===== src/pkg/scbs_pkg.sv =====
// Package with control byte layout, reset values and timing constants
package scbs_pkg;
  // Control byte bit positions
  localparam int BIT_OUT_A = 7;
  localparam int BIT_OUT_B_REF = 6;
  localparam int BIT_OUT_C = 5;
  localparam int BIT_MAIN_FLOAT = 4;
  localparam int BIT_SEC_FLOAT = 3;
  localparam int BIT_OSC_STBY = 2;
  localparam int BIT_MAIN_STBY = 1;
  localparam int BIT_SEC_STBY = 0;
  localparam int CTRL_WIDTH = 8;
  // Power-up value: both loops in standby, everything else clear
  localparam logic [7:0] CTRL_RESET = 8'h03;
  // Output A function select code for general-purpose output
  localparam logic [1:0] OUTA_GPO = 2'h0;
  // Start-up assist time in microseconds and clock period in ns
  localparam int KICK_TIME_US = 4000;
  localparam int CLK_PERIOD_NS = 50;
  localparam int KICK_CYCLES = (KICK_TIME_US * 1000) / CLK_PERIOD_NS;

  // Wake-up sequence of one loop
  typedef enum logic [1:0] {SCBS_ST_STANDBY, SCBS_ST_ARMED, SCBS_ST_RUN} scbs_wake_t;

  // Controls handed to one loop
  typedef struct packed {
    logic standby;
    logic float_req;
  } scbs_loop_ctrl_t;

  // Status returned by one loop
  typedef struct packed {
    logic counters_en;
    logic load_feedback;
    logic detector_reset;
    logic pulses_en;
    logic detector_float;
    logic locked;
  } scbs_loop_stat_t;
endpackage


===== src/hdl/scbs_shift_in.sv =====
// Serial receiver that loads the control byte after eight bits
`timescale 1ns/1ps
`default_nettype none
module scbs_shift_in (
  input wire logic ref_clk_in,
  input wire logic reset_in,
  input wire logic ser_clk_in,
  input wire logic ser_data_in,
  input wire logic ser_enable_n_in,
  output logic byte_valid_out,
  output logic [7:0] byte_out
);
  logic [2:0] sync_clk_q, sync_dat_q, sync_en_q;
  logic [2:0] sync_clk_d, sync_dat_d, sync_en_d;
  logic [7:0] shift_q, shift_d, byte_q, byte_d;
  logic [3:0] count_q, count_d;
  logic valid_q, valid_d;
  logic rise, en_rise;

  // Two flops per pin, third stage only for edge detection
  always_comb begin
    sync_clk_d = {sync_clk_q[1:0], ser_clk_in};
    sync_dat_d = {sync_dat_q[1:0], ser_data_in};
    sync_en_d = {sync_en_q[1:0], ser_enable_n_in};
    rise = sync_clk_q[1] & ~sync_clk_q[2];
    en_rise = sync_en_q[1] & ~sync_en_q[2];
    shift_d = shift_q;
    count_d = count_q;
    byte_d = byte_q;
    valid_d = 1'b0;
    if (sync_en_q[1]) begin
      count_d = 4'h0;
    end else if (rise) begin
      shift_d = {shift_q[6:0], sync_dat_q[1]};
      if (count_q != 4'hf) begin
        count_d = count_q + 4'h1;
      end
    end
    // Byte takes effect only when exactly eight bits framed (see RULE24)
    if (en_rise && count_q == 4'h8) begin
      byte_d = shift_q;
      valid_d = 1'b1;
    end
  end

  always_ff @(posedge ref_clk_in or posedge reset_in) begin
    if (reset_in) begin
      sync_clk_q <= 3'h0;
      sync_dat_q <= 3'h0;
      sync_en_q <= 3'h7;
      shift_q <= 8'h00;
      count_q <= 4'h0;
      byte_q <= scbs_pkg::CTRL_RESET;
      valid_q <= 1'b0;
    end else begin
      sync_clk_q <= sync_clk_d;
      sync_dat_q <= sync_dat_d;
      sync_en_q <= sync_en_d;
      shift_q <= shift_d;
      count_q <= count_d;
      byte_q <= byte_d;
      valid_q <= valid_d;
    end
  end

  assign byte_out = byte_q;
  assign byte_valid_out = valid_q;

  AST_BYTE_FRAMED: assert property (@(posedge ref_clk_in) disable iff (reset_in)
    valid_q |-> $past(count_q) == 4'h8) // see RULE24
    else $error("Byte loaded without eight bits");
endmodule
`default_nettype wire


===== src/hdl/scbs_loop_ctrl.sv =====
// Standby, float, wake-up and lock-hold control for one loop
`timescale 1ns/1ps
`default_nettype none
module scbs_loop_ctrl (
  input wire logic ref_clk_in,
  input wire logic reset_in,
  input wire scbs_pkg::scbs_loop_ctrl_t ctrl_in,
  input wire logic ref_pulse_in,
  input wire logic fb_pulse_in,
  input wire logic corr_pulse_in,
  input wire logic phase_in_window_in,
  output scbs_pkg::scbs_loop_stat_t stat_out
);
  scbs_pkg::scbs_wake_t st_q, st_d;
  logic float_q, float_d, lock_q, lock_d, load_q, load_d;

  always_comb begin
    st_d = st_q;
    float_d = float_q;
    lock_d = lock_q;
    load_d = 1'b0;
    case (st_q)
      scbs_pkg::SCBS_ST_STANDBY: begin
        lock_d = 1'b0;
        if (!ctrl_in.standby) begin
          st_d = scbs_pkg::SCBS_ST_ARMED; // counters on, pulses blocked (see RULE18)
        end
      end
      scbs_pkg::SCBS_ST_ARMED: begin
        if (ctrl_in.standby) begin
          st_d = scbs_pkg::SCBS_ST_STANDBY;
        end else if (ref_pulse_in) begin
          load_d = 1'b1; // load feedback counter, reset detector (see RULE19)
          st_d = scbs_pkg::SCBS_ST_RUN;
        end
      end
      default: begin
        if (ctrl_in.standby) begin
          st_d = scbs_pkg::SCBS_ST_STANDBY;
        end else if (ref_pulse_in || fb_pulse_in) begin
          lock_d = phase_in_window_in; // lock tracks window, floated or not (see RULE9)
        end
      end
    endcase
    // Float change waits until no correction pulse is active (see RULE7)
    if (!corr_pulse_in) begin
      float_d = ctrl_in.float_req; // lock flag untouched (see RULE8) (see RULE10)
    end
  end

  always_ff @(posedge ref_clk_in or posedge reset_in) begin
    if (reset_in) begin
      st_q <= scbs_pkg::SCBS_ST_STANDBY;
      float_q <= 1'b0;
      lock_q <= 1'b0;
      load_q <= 1'b0;
    end else begin
      st_q <= st_d;
      float_q <= float_d;
      lock_q <= lock_d;
      load_q <= load_d;
    end
  end

  // Standby floats detector and stops counters (see RULE17) (see RULE20)
  always_comb begin
    stat_out.counters_en = (st_q != scbs_pkg::SCBS_ST_STANDBY);
    stat_out.load_feedback = load_q;
    stat_out.detector_reset = load_q || (st_q == scbs_pkg::SCBS_ST_ARMED);
    stat_out.pulses_en = (st_q == scbs_pkg::SCBS_ST_RUN) && !load_q;
    stat_out.detector_float = float_q || (st_q != scbs_pkg::SCBS_ST_RUN); // see RULE6
    stat_out.locked = lock_q;
  end

  AST_FLOAT_HOLD: assert property (@(posedge ref_clk_in) disable iff (reset_in)
    corr_pulse_in |=> $stable(float_q)) // see RULE7
    else $error("Float changed during correction pulse");
  AST_WAKE_LOAD: assert property (@(posedge ref_clk_in) disable iff (reset_in)
    (st_q == scbs_pkg::SCBS_ST_ARMED && !ctrl_in.standby && ref_pulse_in)
    |=> load_q && st_q == scbs_pkg::SCBS_ST_RUN) // see RULE19
    else $error("Wake-up load missed reference pulse");
  AST_ARMED_BLOCK: assert property (@(posedge ref_clk_in) disable iff (reset_in)
    st_q == scbs_pkg::SCBS_ST_ARMED |-> !stat_out.pulses_en && stat_out.counters_en) // see RULE18
    else $error("Pulses passed while armed");
  AST_LOCK_KEEP: assert property (@(posedge ref_clk_in) disable iff (reset_in)
    ($rose(float_q) && !ctrl_in.standby) |-> lock_q == $past(lock_q)) // see RULE8
    else $error("Lock changed on float");
  AST_LOCK_DROP: assert property (@(posedge ref_clk_in) disable iff (reset_in)
    (st_q == scbs_pkg::SCBS_ST_RUN && !ctrl_in.standby && ref_pulse_in && !phase_in_window_in)
    |=> !lock_q) // see RULE9
    else $error("Lock held outside window");
  COV_WAKE: cover property (@(posedge ref_clk_in) disable iff (reset_in) load_q);
endmodule
`default_nettype wire


===== src/hdl/scbs_top.sv =====
// Control byte register of the dual-loop synthesizer with its standby logic
//
// Summary of operation
// RULE1 - Output A general-purpose mode drives bit 7 level onto the pin.
// RULE2 - Other output A functions ignore bit 7.
// RULE3 - Config pin low: output B follows bit 6, floats while main standby.
// RULE4 - Config pin high: bit 6 picks crystal or external reference.
// RULE5 - Output C floats when bit 5 set, driven low otherwise.
// RULE6 - Float bits float a detector while its counters keep running.
// RULE7 - Float changes wait until the current correction pulse ends.
// RULE8 - A locked loop still reports lock right after floating.
// RULE9 - Floating loop drops lock once phase leaves the window.
// RULE10 - An unlocked loop stays unlocked when floated.
// RULE11 - Bit 2 shuts down reference oscillator; clear keeps it running.
// RULE12 - Reference shut down runs keep-alive unless the multiplier is off.
// RULE13 - Crystal mode: bit 2 falling starts a few-millisecond kick-start.
// RULE14 - Host sets oscillator standby only with both loop standby bits.
// RULE15 - Multiplier off when its three bits zero; host waits for pump-up.
// RULE16 - During pump-up host keeps loops in standby or detectors floated.
// RULE17 - Bit 1 stops the main loop and floats its detector.
// RULE18 - Main wake first enables counters with detector pulses blocked.
// RULE19 - Next reference pulse loads feedback, resets detector, then unblocks.
// RULE20 - Bit 0 stops the secondary loop and floats its detector.
// RULE21 - Config low: prescaler and aux outputs stop only on oscillator standby.
// RULE22 - Secondary loop wakes in the same two steps.
// RULE23 - Standby keeps registers and accepts writes of any bits together.
// RULE24 - Control byte loads as one eight-bit transfer, effective when complete.
`timescale 1ns/1ps
`default_nettype none
module scbs_top (
  input wire logic ref_clk_in,
  input wire logic reset_in,
  input wire logic ser_clk_in,
  input wire logic ser_data_in,
  input wire logic ser_enable_n_in,
  input wire logic mode_pin_in,
  input wire logic [1:0] output_a_select_in,
  input wire logic [2:0] multiplier_config_in,
  input wire logic out_a_alt_in,
  input wire logic main_reference_pulse_in,
  input wire logic main_feedback_pulse_in,
  input wire logic main_corr_pulse_in,
  input wire logic main_in_window_in,
  input wire logic secondary_reference_pulse_in,
  input wire logic secondary_feedback_pulse_in,
  input wire logic secondary_corr_pulse_in,
  input wire logic secondary_in_window_in,
  output logic output_a_out,
  output logic output_b_out,
  output logic output_b_oe_out,
  output logic output_c_out,
  output logic output_c_oe_out,
  output logic external_ref_sel_out,
  output logic osc_enable_out,
  output logic keep_alive_en_out,
  output logic kick_start_out,
  output logic multiplier_en_out,
  output logic aux_prescaler_en_out,
  output scbs_pkg::scbs_loop_stat_t main_stat_out,
  output scbs_pkg::scbs_loop_stat_t secondary_stat_out,
  output logic [7:0] control_byte_out
);
  logic byte_valid;
  logic [7:0] rx_byte;
  logic [7:0] ctrl_q, ctrl_d;
  logic [2:0] mode_sync_q, mode_sync_d;
  logic mode_hi, osc_stby;
  logic [21:0] kick_cnt_q, kick_cnt_d;
  logic main_ref_s, main_fb_s, main_corr_s, main_win_s;
  logic sec_ref_s, sec_fb_s, sec_corr_s, sec_win_s;
  logic [7:0] pin_s1_q, pin_s2_q, pin_s3_q;
  logic [7:0] pin_raw;
  scbs_pkg::scbs_loop_ctrl_t main_ctrl, sec_ctrl;

  // Serial port receiver
  scbs_shift_in u_rx (
    .ref_clk_in(ref_clk_in),
    .reset_in(reset_in),
    .ser_clk_in(ser_clk_in),
    .ser_data_in(ser_data_in),
    .ser_enable_n_in(ser_enable_n_in),
    .byte_valid_out(byte_valid),
    .byte_out(rx_byte)
  );

  // Whole byte replaces register at once, in any standby state (see RULE24) (see RULE23)
  always_comb begin
    ctrl_d = ctrl_q;
    if (byte_valid) begin
      ctrl_d = rx_byte;
    end
  end

  // Loop-side pulse inputs come from the analog domain; synchronise them
  assign pin_raw = {main_reference_pulse_in, main_feedback_pulse_in, main_corr_pulse_in,
                    main_in_window_in, secondary_reference_pulse_in,
                    secondary_feedback_pulse_in, secondary_corr_pulse_in,
                    secondary_in_window_in};

  // Mode pin synchroniser, level taken from second stage, third stage unused
  always_comb begin
    mode_sync_d = {mode_sync_q[1:0], mode_pin_in};
  end
  assign mode_hi = mode_sync_q[1];

  // Reference and feedback edges from second to third stage, correction and window levels from second stage
  assign main_ref_s = pin_s2_q[7] & ~pin_s3_q[7];
  assign main_fb_s = pin_s2_q[6] & ~pin_s3_q[6];
  assign main_corr_s = pin_s2_q[5];
  assign main_win_s = pin_s2_q[4];
  assign sec_ref_s = pin_s2_q[3] & ~pin_s3_q[3];
  assign sec_fb_s = pin_s2_q[2] & ~pin_s3_q[2];
  assign sec_corr_s = pin_s2_q[1];
  assign sec_win_s = pin_s2_q[0];

  assign osc_stby = ctrl_q[scbs_pkg::BIT_OSC_STBY];

  // Kick-start timer on oscillator standby release in crystal mode
  // Release is tested first: standby is still set in the cycle the new byte lands
  always_comb begin
    kick_cnt_d = kick_cnt_q;
    if (byte_valid && ctrl_q[scbs_pkg::BIT_OSC_STBY]
        && !rx_byte[scbs_pkg::BIT_OSC_STBY] && !external_ref_sel_out) begin
      kick_cnt_d = 22'(scbs_pkg::KICK_CYCLES); // see RULE13
    end else if (osc_stby || external_ref_sel_out) begin
      kick_cnt_d = 22'h0;
    end else if (kick_cnt_q != 22'h0) begin
      kick_cnt_d = kick_cnt_q - 22'h1;
    end
  end

  // Registers: control byte, pin synchronisers and kick timer
  always_ff @(posedge ref_clk_in or posedge reset_in) begin
    if (reset_in) begin
      ctrl_q <= scbs_pkg::CTRL_RESET;
      mode_sync_q <= 3'h0;
      pin_s1_q <= 8'h00;
      pin_s2_q <= 8'h00;
      pin_s3_q <= 8'h00;
      kick_cnt_q <= 22'h0;
    end else begin
      ctrl_q <= ctrl_d;
      mode_sync_q <= mode_sync_d;
      pin_s1_q <= pin_raw;
      pin_s2_q <= pin_s1_q;
      pin_s3_q <= pin_s2_q;
      kick_cnt_q <= kick_cnt_d;
    end
  end

  // Loop control bundles
  always_comb begin
    main_ctrl.standby = ctrl_q[scbs_pkg::BIT_MAIN_STBY];
    main_ctrl.float_req = ctrl_q[scbs_pkg::BIT_MAIN_FLOAT];
    sec_ctrl.standby = ctrl_q[scbs_pkg::BIT_SEC_STBY];
    sec_ctrl.float_req = ctrl_q[scbs_pkg::BIT_SEC_FLOAT];
  end

  // Main loop sequencer (see RULE17) (see RULE18) (see RULE19)
  scbs_loop_ctrl u_main (
    .ref_clk_in(ref_clk_in),
    .reset_in(reset_in),
    .ctrl_in(main_ctrl),
    .ref_pulse_in(main_ref_s),
    .fb_pulse_in(main_fb_s),
    .corr_pulse_in(main_corr_s),
    .phase_in_window_in(main_win_s),
    .stat_out(main_stat_out)
  );

  // Secondary loop sequencer (see RULE20) (see RULE22)
  scbs_loop_ctrl u_sec (
    .ref_clk_in(ref_clk_in),
    .reset_in(reset_in),
    .ctrl_in(sec_ctrl),
    .ref_pulse_in(sec_ref_s),
    .fb_pulse_in(sec_fb_s),
    .corr_pulse_in(sec_corr_s),
    .phase_in_window_in(sec_win_s),
    .stat_out(secondary_stat_out)
  );

  // General-purpose outputs
  always_comb begin
    if (output_a_select_in == scbs_pkg::OUTA_GPO) begin
      output_a_out = ctrl_q[scbs_pkg::BIT_OUT_A]; // see RULE1
    end else begin
      output_a_out = out_a_alt_in; // bit 7 ignored (see RULE2)
    end
    output_b_out = ctrl_q[scbs_pkg::BIT_OUT_B_REF];
    output_b_oe_out = !mode_hi && !ctrl_q[scbs_pkg::BIT_MAIN_STBY]; // see RULE3
    output_c_out = 1'b0;
    output_c_oe_out = !ctrl_q[scbs_pkg::BIT_OUT_C]; // see RULE5
    external_ref_sel_out = mode_hi && ctrl_q[scbs_pkg::BIT_OUT_B_REF]; // see RULE4
  end

  // Reference, keep-alive, multiplier and auxiliary output enables
  always_comb begin
    osc_enable_out = !osc_stby; // see RULE11
    multiplier_en_out = (multiplier_config_in != 3'h0); // see RULE15
    keep_alive_en_out = osc_stby && multiplier_en_out; // see RULE12
    kick_start_out = (kick_cnt_q != 22'h0);
    if (mode_hi) begin
      aux_prescaler_en_out = !ctrl_q[scbs_pkg::BIT_SEC_STBY] && !osc_stby;
    end else begin
      aux_prescaler_en_out = !osc_stby; // see RULE21
    end
  end

  assign control_byte_out = ctrl_q;

  AST_OUTA_GPO: assert property (@(posedge ref_clk_in) disable iff (reset_in)
    (output_a_select_in == scbs_pkg::OUTA_GPO) |-> output_a_out == ctrl_q[7]) // see RULE1
    else $error("Output A not following bit 7");
  AST_OUTB: assert property (@(posedge ref_clk_in) disable iff (reset_in)
    ctrl_q[1] |-> !output_b_oe_out) // see RULE3
    else $error("Output B driven in main standby");
  AST_OUTC: assert property (@(posedge ref_clk_in) disable iff (reset_in)
    output_c_oe_out == !ctrl_q[5] && !output_c_out) // see RULE5
    else $error("Output C wrong");
  AST_REFSEL: assert property (@(posedge ref_clk_in) disable iff (reset_in)
    !mode_hi |-> !external_ref_sel_out) // see RULE4
    else $error("External reference in crystal-only mode");
  AST_KICK: assert property (@(posedge ref_clk_in) disable iff (reset_in)
    (byte_valid && ctrl_q[2] && !rx_byte[2] && !external_ref_sel_out) |=> ##1 kick_start_out) // see RULE13
    else $error("Kick-start not engaged");
  AST_KEEPALIVE: assert property (@(posedge ref_clk_in) disable iff (reset_in)
    keep_alive_en_out == (osc_stby && multiplier_config_in != 3'h0)) // see RULE12
    else $error("Keep-alive wrong");
  AST_BYTE_LOAD: assert property (@(posedge ref_clk_in) disable iff (reset_in)
    byte_valid |=> ctrl_q == $past(rx_byte)) // see RULE24
    else $error("Control byte not loaded");
  AST_MAIN_FLOAT: assert property (@(posedge ref_clk_in) disable iff (reset_in)
    ctrl_q[1] |=> main_stat_out.detector_float) // see RULE17
    else $error("Main detector not floating in standby");

  // Secondary loop standby floats its detector
  AST_SEC_FLOAT: assert property (@(posedge ref_clk_in) disable iff (reset_in)
    ctrl_q[0] |=> secondary_stat_out.detector_float) // see RULE20
    else $error("Secondary detector not floating in standby");

  // Output A passes the alternate signal when not a plain output
  AST_OUTA_ALT: assert property (@(posedge ref_clk_in) disable iff (reset_in)
    (output_a_select_in != scbs_pkg::OUTA_GPO) |-> output_a_out == out_a_alt_in) // see RULE2
    else $error("Output A not on alternate function");

  // Output B level and drive enable
  AST_OUTB_LEVEL: assert property (@(posedge ref_clk_in) disable iff (reset_in)
    output_b_oe_out |-> output_b_out == ctrl_q[6]) // see RULE3
    else $error("Output B level wrong");
  AST_OUTB_DRIVE: assert property (@(posedge ref_clk_in) disable iff (reset_in)
    (!mode_hi && !ctrl_q[1]) |-> output_b_oe_out) // see RULE3
    else $error("Output B not driven while main loop active");

  // Reference select follows bit 6 with the config pin high
  AST_REFSEL_HI: assert property (@(posedge ref_clk_in) disable iff (reset_in)
    mode_hi |-> external_ref_sel_out == ctrl_q[6]) // see RULE4
    else $error("Reference select not following bit 6");

  // Oscillator enable is the inverse of its standby bit
  AST_OSC_EN: assert property (@(posedge ref_clk_in) disable iff (reset_in)
    osc_enable_out == !ctrl_q[2]) // see RULE11
    else $error("Oscillator enable wrong");

  // Multiplier off takes keep-alive with it
  AST_MULT_OFF: assert property (@(posedge ref_clk_in) disable iff (reset_in)
    (multiplier_config_in == 3'h0) |-> !multiplier_en_out && !keep_alive_en_out) // see RULE15
    else $error("Multiplier or keep-alive on with config zero");

  // Auxiliary prescaler stops on oscillator standby, runs otherwise in low mode
  AST_AUX_LOW_MODE: assert property (@(posedge ref_clk_in) disable iff (reset_in)
    (!mode_hi && !ctrl_q[2]) |-> aux_prescaler_en_out) // see RULE21
    else $error("Prescaler stopped without oscillator standby");
  AST_AUX_OSC: assert property (@(posedge ref_clk_in) disable iff (reset_in)
    ctrl_q[2] |-> !aux_prescaler_en_out) // see RULE21
    else $error("Prescaler running in oscillator standby");

  // No kick-start with an external reference or during oscillator standby
  AST_KICK_EXT: assert property (@(posedge ref_clk_in) disable iff (reset_in)
    external_ref_sel_out |=> !kick_start_out) // see RULE13
    else $error("Kick-start with external reference");
  AST_KICK_OSC: assert property (@(posedge ref_clk_in) disable iff (reset_in)
    (osc_stby && !byte_valid) |=> !kick_start_out) // see RULE13
    else $error("Kick-start during oscillator standby");
  COV_BYTE: cover property (@(posedge ref_clk_in) disable iff (reset_in) byte_valid);
  COV_KICK: cover property (@(posedge ref_clk_in) disable iff (reset_in) $rose(kick_start_out));
  COV_FLOAT: cover property (@(posedge ref_clk_in) disable iff (reset_in)
    $rose(main_stat_out.detector_float) && main_stat_out.locked);
endmodule
`default_nettype wire


===== config.mk =====
export PLATFORM = sky130hd
export DESIGN_NAME = scbs_top
export DESIGN_NICKNAME = d
export VERILOG_FILES = /design/src/pkg/scbs_pkg.sv /design/src/hdl/scbs_shift_in.sv /design/src/hdl/scbs_loop_ctrl.sv /design/src/hdl/scbs_top.sv
export SDC_FILE = /design/constraint.sdc
export NUM_CORES = 1
export LEC_CHECK = 0
export BUFFER_PORTS_ARGS = -buffer_cell sky130_fd_sc_hd__buf_2
export CAP_MARGIN = 20
export CELL_PAD_IN_SITES_DETAIL_PLACEMENT = 1
export CELL_PAD_IN_SITES_GLOBAL_PLACEMENT = 1
export CORE_MARGIN = 10
export CORE_UTILIZATION = 25
export CTS_CLUSTER_SIZE = 10
export DETAILED_ROUTE_END_ITERATION = 10
export PLACE_DENSITY = 0.44
export SLEW_MARGIN = 0
export SYNTH_ARGS = -nofsm -noshare
export SYNTH_HDL_FRONTEND = slang
export SYNTH_SLANG_ARGS = --single-unit

===== constraint.sdc =====
create_clock -name ref_clk_in -period 3.11 [get_ports ref_clk_in]
set_clock_uncertainty 0.15 [all_clocks]
set_input_delay 0.311 -clock ref_clk_in [delete_from_list [all_inputs] [get_ports ref_clk_in]]
set_output_delay 0.311 -clock ref_clk_in [all_outputs]
set_load 0.01 [all_outputs]

# --- Yosys cells after proc, flatten, opt, wreduce, memory -nomap -nowiden ---
# Index checks and enable logic that the tools add are counted.
word_totals:
  word_cells: 129
  reg_bits: 95
classes:
  n_mux: 31
  n_eq_ne: 14
  bitwise_logic: 15
  n_addsub: 2
  reduce_logical: 46
ops:
  columns: ["cell", "count"]
  rows:
  - ["$mux 22", 3]
  - ["$reduce_bool 22->1", 1]
  - ["$sub 22x1->22 const B", 1]
  - ["$mux 2", 8]
  - ["$mux 1", 13]
  - ["$mux 4", 3]
  - ["$reduce_and 3->1", 4]
  - ["$reduce_bool 2->1", 6]
  - ["$reduce_bool 3->1", 4]
  - ["$logic_and 1x1->1", 10]
  - ["$logic_not 1->1", 9]
  - ["$not 1->1", 9]
  - ["$ne 2x2->1 const B", 4]
  - ["$pmux 2 s2", 2]
  - ["$logic_or 1x1->1", 7]
  - ["$and 1x1->1", 6]
  - ["$logic_not 2->1", 3]
  - ["$ne 3x2->1 const B", 2]
  - ["$add 4x1->4 const B", 1]
  - ["$eq 2x1->1 const B", 2]
  - ["$eq 2x2->1 const B", 2]
  - ["$eq 4x4->1 const B", 1]
  - ["$ne 2x1->1 const B", 2]
  - ["$ne 4x4->1 const B", 1]
  - ["2 further kinds", 4]

# --- Longest topological paths before layout ---
depth:
  depth_word: 6
  mapped_depth: 9
  depth_no_buf: 8

# --- Cells and area by module ---
# A second synthesis with hierarchy kept.
unflattened:
  cells_unflattened: 312
  area_unflattened_um2: 3875.0
modules_own_cells:
  columns: ["module", "area_each_um2", "cells_per_inst", "n_inst"]
  rows:
  - ["scbs_top", 2219.6, 191, 1]
  - ["scbs_shift_in", 1139.8, 71, 1]
  - ["scbs_loop_ctrl", 257.7, 25, 2]

# --- Worst setup path before layout ---
# OpenSTA, ideal clock, no wires.
synth_path:
  path_type: "flip-flop to flip-flop"
  start: "register kick_cnt_q[0]"
  end: "register kick_cnt_q[10]"
  path_buffers: 0
  required_ns: 2.882
  path_stages_with_launch: 8
  path_slack_ns: 1.048
  arrival_ns: 1.834
  setup_ns: 0.078
  path_cell_list: "dfrtp_1 -> inv_1 -> ha_1 -> nor4b_4 -> nand2_2 -> or4_1 -> or3_1 -> a21oi_1"
synth_via:
  elab_chain_cells: 4
  word_cells_on_any_way: 6
synth_rtl:
  columns: ["item", "line_no", "rtl"]
  rows:
  - ["start: declaration", "scbs_top.sv:68", "logic [21:0] kick_cnt_q, kick_cnt_d;"]
  - ["start signal: assignment", "scbs_top.sv:147", "kick_cnt_q <= kick_cnt_d;"]
  - ["$sub 22x1->22", "scbs_top.sv:128", "kick_cnt_d = kick_cnt_q - 22'h1;"]
  - ["$mux 22", "scbs_top.sv:127", "end else if (kick_cnt_q != 22'h0) begin"]
  - ["$mux 22", "scbs_top.sv:125", "end else if (osc_stby || external_ref_sel_out) begin"]
  - ["$mux 22", "scbs_top.sv:122", "if (byte_valid && ctrl_q[scbs_pkg::BIT_OSC_STBY]"]
# Several ways; a longest one is shown, not always the timed one. The select of a mux whose other input is x is not followed.
# A chain may end at the register's enable or synchronous reset.

# --- Final worst setup path ---
layout_path:
  start: "register kick_cnt_q[0]"
  end: "output port kick_start_out"
layout_via:
  elab_chain_cells: 1
layout_rtl:
  columns: ["item", "line_no", "rtl"]
  rows:
  - ["$reduce_bool 22->1", "scbs_top.sv:202", "kick_start_out = (kick_cnt_q != 22'h0);"]
  - ["end: declaration", "scbs_top.sv:56", "output logic kick_start_out,"]
# No other way between the ends.

==> metrics.cfg <==
[outcome]
status = completed

[global_routing]
antenna_found_initial = 0
grt_pass1_wl_um = 14200
grt_start_max_net_pins = 73
grt_pass1_vias = 2767
track_usage = 0.0879
overflow = 0

[die]
coreArea_sq_um = 14600
num_io_pins = 51
rows = 44
die-width_um = 142
start_util = 0.256
dieArea_sq_um = 20200
fp.dieH_um = 142

[drt]
routed_wl_um = 8440
via_count = 2514
drc = 0
dr.pass1.iters = 4
wl_met3_um = 398
drt-initial-drc-count = 78
top_layer = met4
route.met2.wl_um = 4160
ant_nets = 0
drt-vias-per-instance = 4.45
wl_per_cell_um = 14.9
routedLengthMet1_um = 3800

[cts]
cts_buffers = 9
clockBufferDepth = 2
root_buffer = clkbuf_16
cts_tree = yes
clock_latency_ps = 350
post-cts-setup-buffer-count = 0
clock-sinks = 91
h-tree-depth = 3
cts.clk_slew.worst_paths_ps = 70

[critical_path]
crit_fanout = 8
worstSetupStartpointType = register
reg2reg_to = kick_cnt_q[9]
arrival_ps = 2270
r2r_cells = 8
r2r_slack_ps = 750
r2r_start = kick_cnt_q[0]
crit_type = register to output pin
required_ps = 2650
cp-end-kind = output pin

[timing]
worstMarginPinSlew_ps = 891
finalSetupViolations = 0
rsz0062_at_grt = no
slew_violations = 0
finalCritPeriodShare = 0.879
relSlewSlack = 0.406
tns_ps = 0
hold_ws_ps = 4.00
fmax_mhz = 366
hold_violations = 0
period_minus_slack_ps = 2740

[layout]
syn2layout_area_growth_pct = 23.3
n_antenna_cell = 0
fin_nets = 399
drive_gt1_frac = 0.304
layout_commonest_cell = dfrtp_1
fillers = 1600
final_cells = 565
final_util = 0.316
final_cell_mix = dfrtp_1, buf_2, nor2_1

[synth]
syn_inst = 311
ys_types = 46
ys_seq_area_frac = 0.612
ys_seq_elements = 91
syn-num-nets = 334
syn-mean-instance-area_sq_um = 12.0
syn-cell-area_sq_um = 3730
yosys_warnings = 0

[power_and_ir_drop]
power_density_nw_per_um2 = 566
max-vdd-ir-drop_mv = 0.264
cellLeakagePower_nw = 2.21

[place]
gp_congestion = 0.723
io_buffers = 49
place_inst = 537
dp_hpwl_um = 5950

[flow_run]
cap_violations = 0

[worst_hold_path]
hold_class = input port to async pin

## synthesized netlist by cell type (all sizes together)
cell | count | area [sq um]
a211oi | 1 | 7.51
o211ai | 2 | 15.0
dfstp | 7 | 184
and2 | 4 | 26.3
or4 | 6 | 45.0
or2 | 2 | 12.5
nand4b | 3 | 26.3
nor4 | 5 | 52.6
nor4b | 1 | 23.8
or3 | 6 | 38.8
a31o | 2 | 17.5
nor2b | 5 | 31.3
clkbuf | 5 | 18.8
nand2 | 19 | 73.8
a22o | 1 | 8.76
o21ai | 7 | 35.0
inv | 12 | 45.0
a31oi | 4 | 25.0
xor2 | 2 | 17.5
mux2i | 6 | 60.1
buf | 9 | 68.8
xnor2 | 6 | 52.6
nand3 | 6 | 30.0
nand3b | 3 | 22.5
a21oi | 20 | 100
conb | 1 | 3.75
o41ai | 1 | 8.76
o31ai | 2 | 15.0
nor2 | 27 | 101
nand2b | 11 | 68.8
mux2 | 25 | 282
ha | 3 | 37.5
dfrtp | 84 | 2100
nand4 | 4 | 25.0
nor3 | 9 | 50.1
## layout make-up
type	count	area, sq um	area share
Tap cell	184	230	0.0500
Clock buffer	9	225	0.0489
Inverter	12	47.5	0.0103
Multi-Input combinational cell	194	1310	0.285
Clock inverter	7	82.6	0.0179
Timing Repair Buffer	68	418	0.0908
Sequential cell	91	2290	0.497
## cells by family (layout without fill, tap and decap cells)
kind of cell,after synthesis,in the layout,share of synthesized area
other,1,1,0.00100
and+or+nand+nor,111,111,0.168
buffers and inverters,26,96,0.0355
muxes,31,31,0.0915
xor gates and xnor gates,8,8,0.0188
DFF,91,91,0.612
adders and majority gates,3,3,0.0101
AOI/OAI and AO/OA,40,40,0.0624
## how the worst max path moves through the flow
stage / startpoint / to
after global routing: kick_cnt_q[0] / kick_start_out
after floorplan: reset_in / control_byte_out[2]
after CTS: kick_cnt_q[0] / kick_start_out
after detailed placement: kick_cnt_q[0] / kick_start_out
final: kick_cnt_q[0] / kick_start_out
after global placement: kick_cnt_q[0] / kick_start_out
## registers in the layout (all words and copies together), names as in the netlist, 2 cells and up
register and count:
kick_cnt_q 22, control_byte_out 8, pin_s1_q 8, pin_s2_q 8, u_rx.byte_out 8, u_rx.shift_q 8, pin_s3_q 4, u_rx.count_q 4
u_rx.sync_clk_q 3, u_rx.sync_en_q 3, mode_sync_q 2, u_main.st_q 2, u_rx.sync_dat_q 2, u_sec.st_q 2
## per-layer routing
metal / global-route usage / up-vias
met1: 0.104 / 1278
met4: 0.0258 / 0
met5: 0 / -
met3: 0.0381 / 7
li1: - / 1196
met2: 0.141 / 33
## power breakdown
group          switching (mW)  total, mW  internal (mW)
Combinational          0.0774      0.162         0.0845
Sequential             0.0475       1.31           1.26
Clock                   0.500       1.14          0.637
Total                   0.625       2.61           1.98
## worst max-delay path, cell delays in order (launching register included)
cell,delay (ps)
dfrtp_1,380
inv_1,90
ha_1,240
nor4b_4,290
nand2_2,140
nor3_2,430
inv_2,170
buf_2,180
## metrics by stage
stage / worst slack, ps / area, sq um / power [mW]
after global placement: 779 / 4180 / 1.49
after global routing: 197 / 4600 / 2.74
final: 375 / 4600 / 2.61
after floorplan: 297 / 3730 / 1.42
after CTS: 331 / 4600 / 2.67
after detailed placement: 725 / 4180 / 1.49
## what timing repair did
action | CTS | global route
gates resized for setup | 0 | 0
hold buffers | 12 | 0
endpoints found under the hold margin | 12 | 0
endpoints found under the setup margin | 0 | 0
Note: power is estimated with default switching activity, not from simulation.
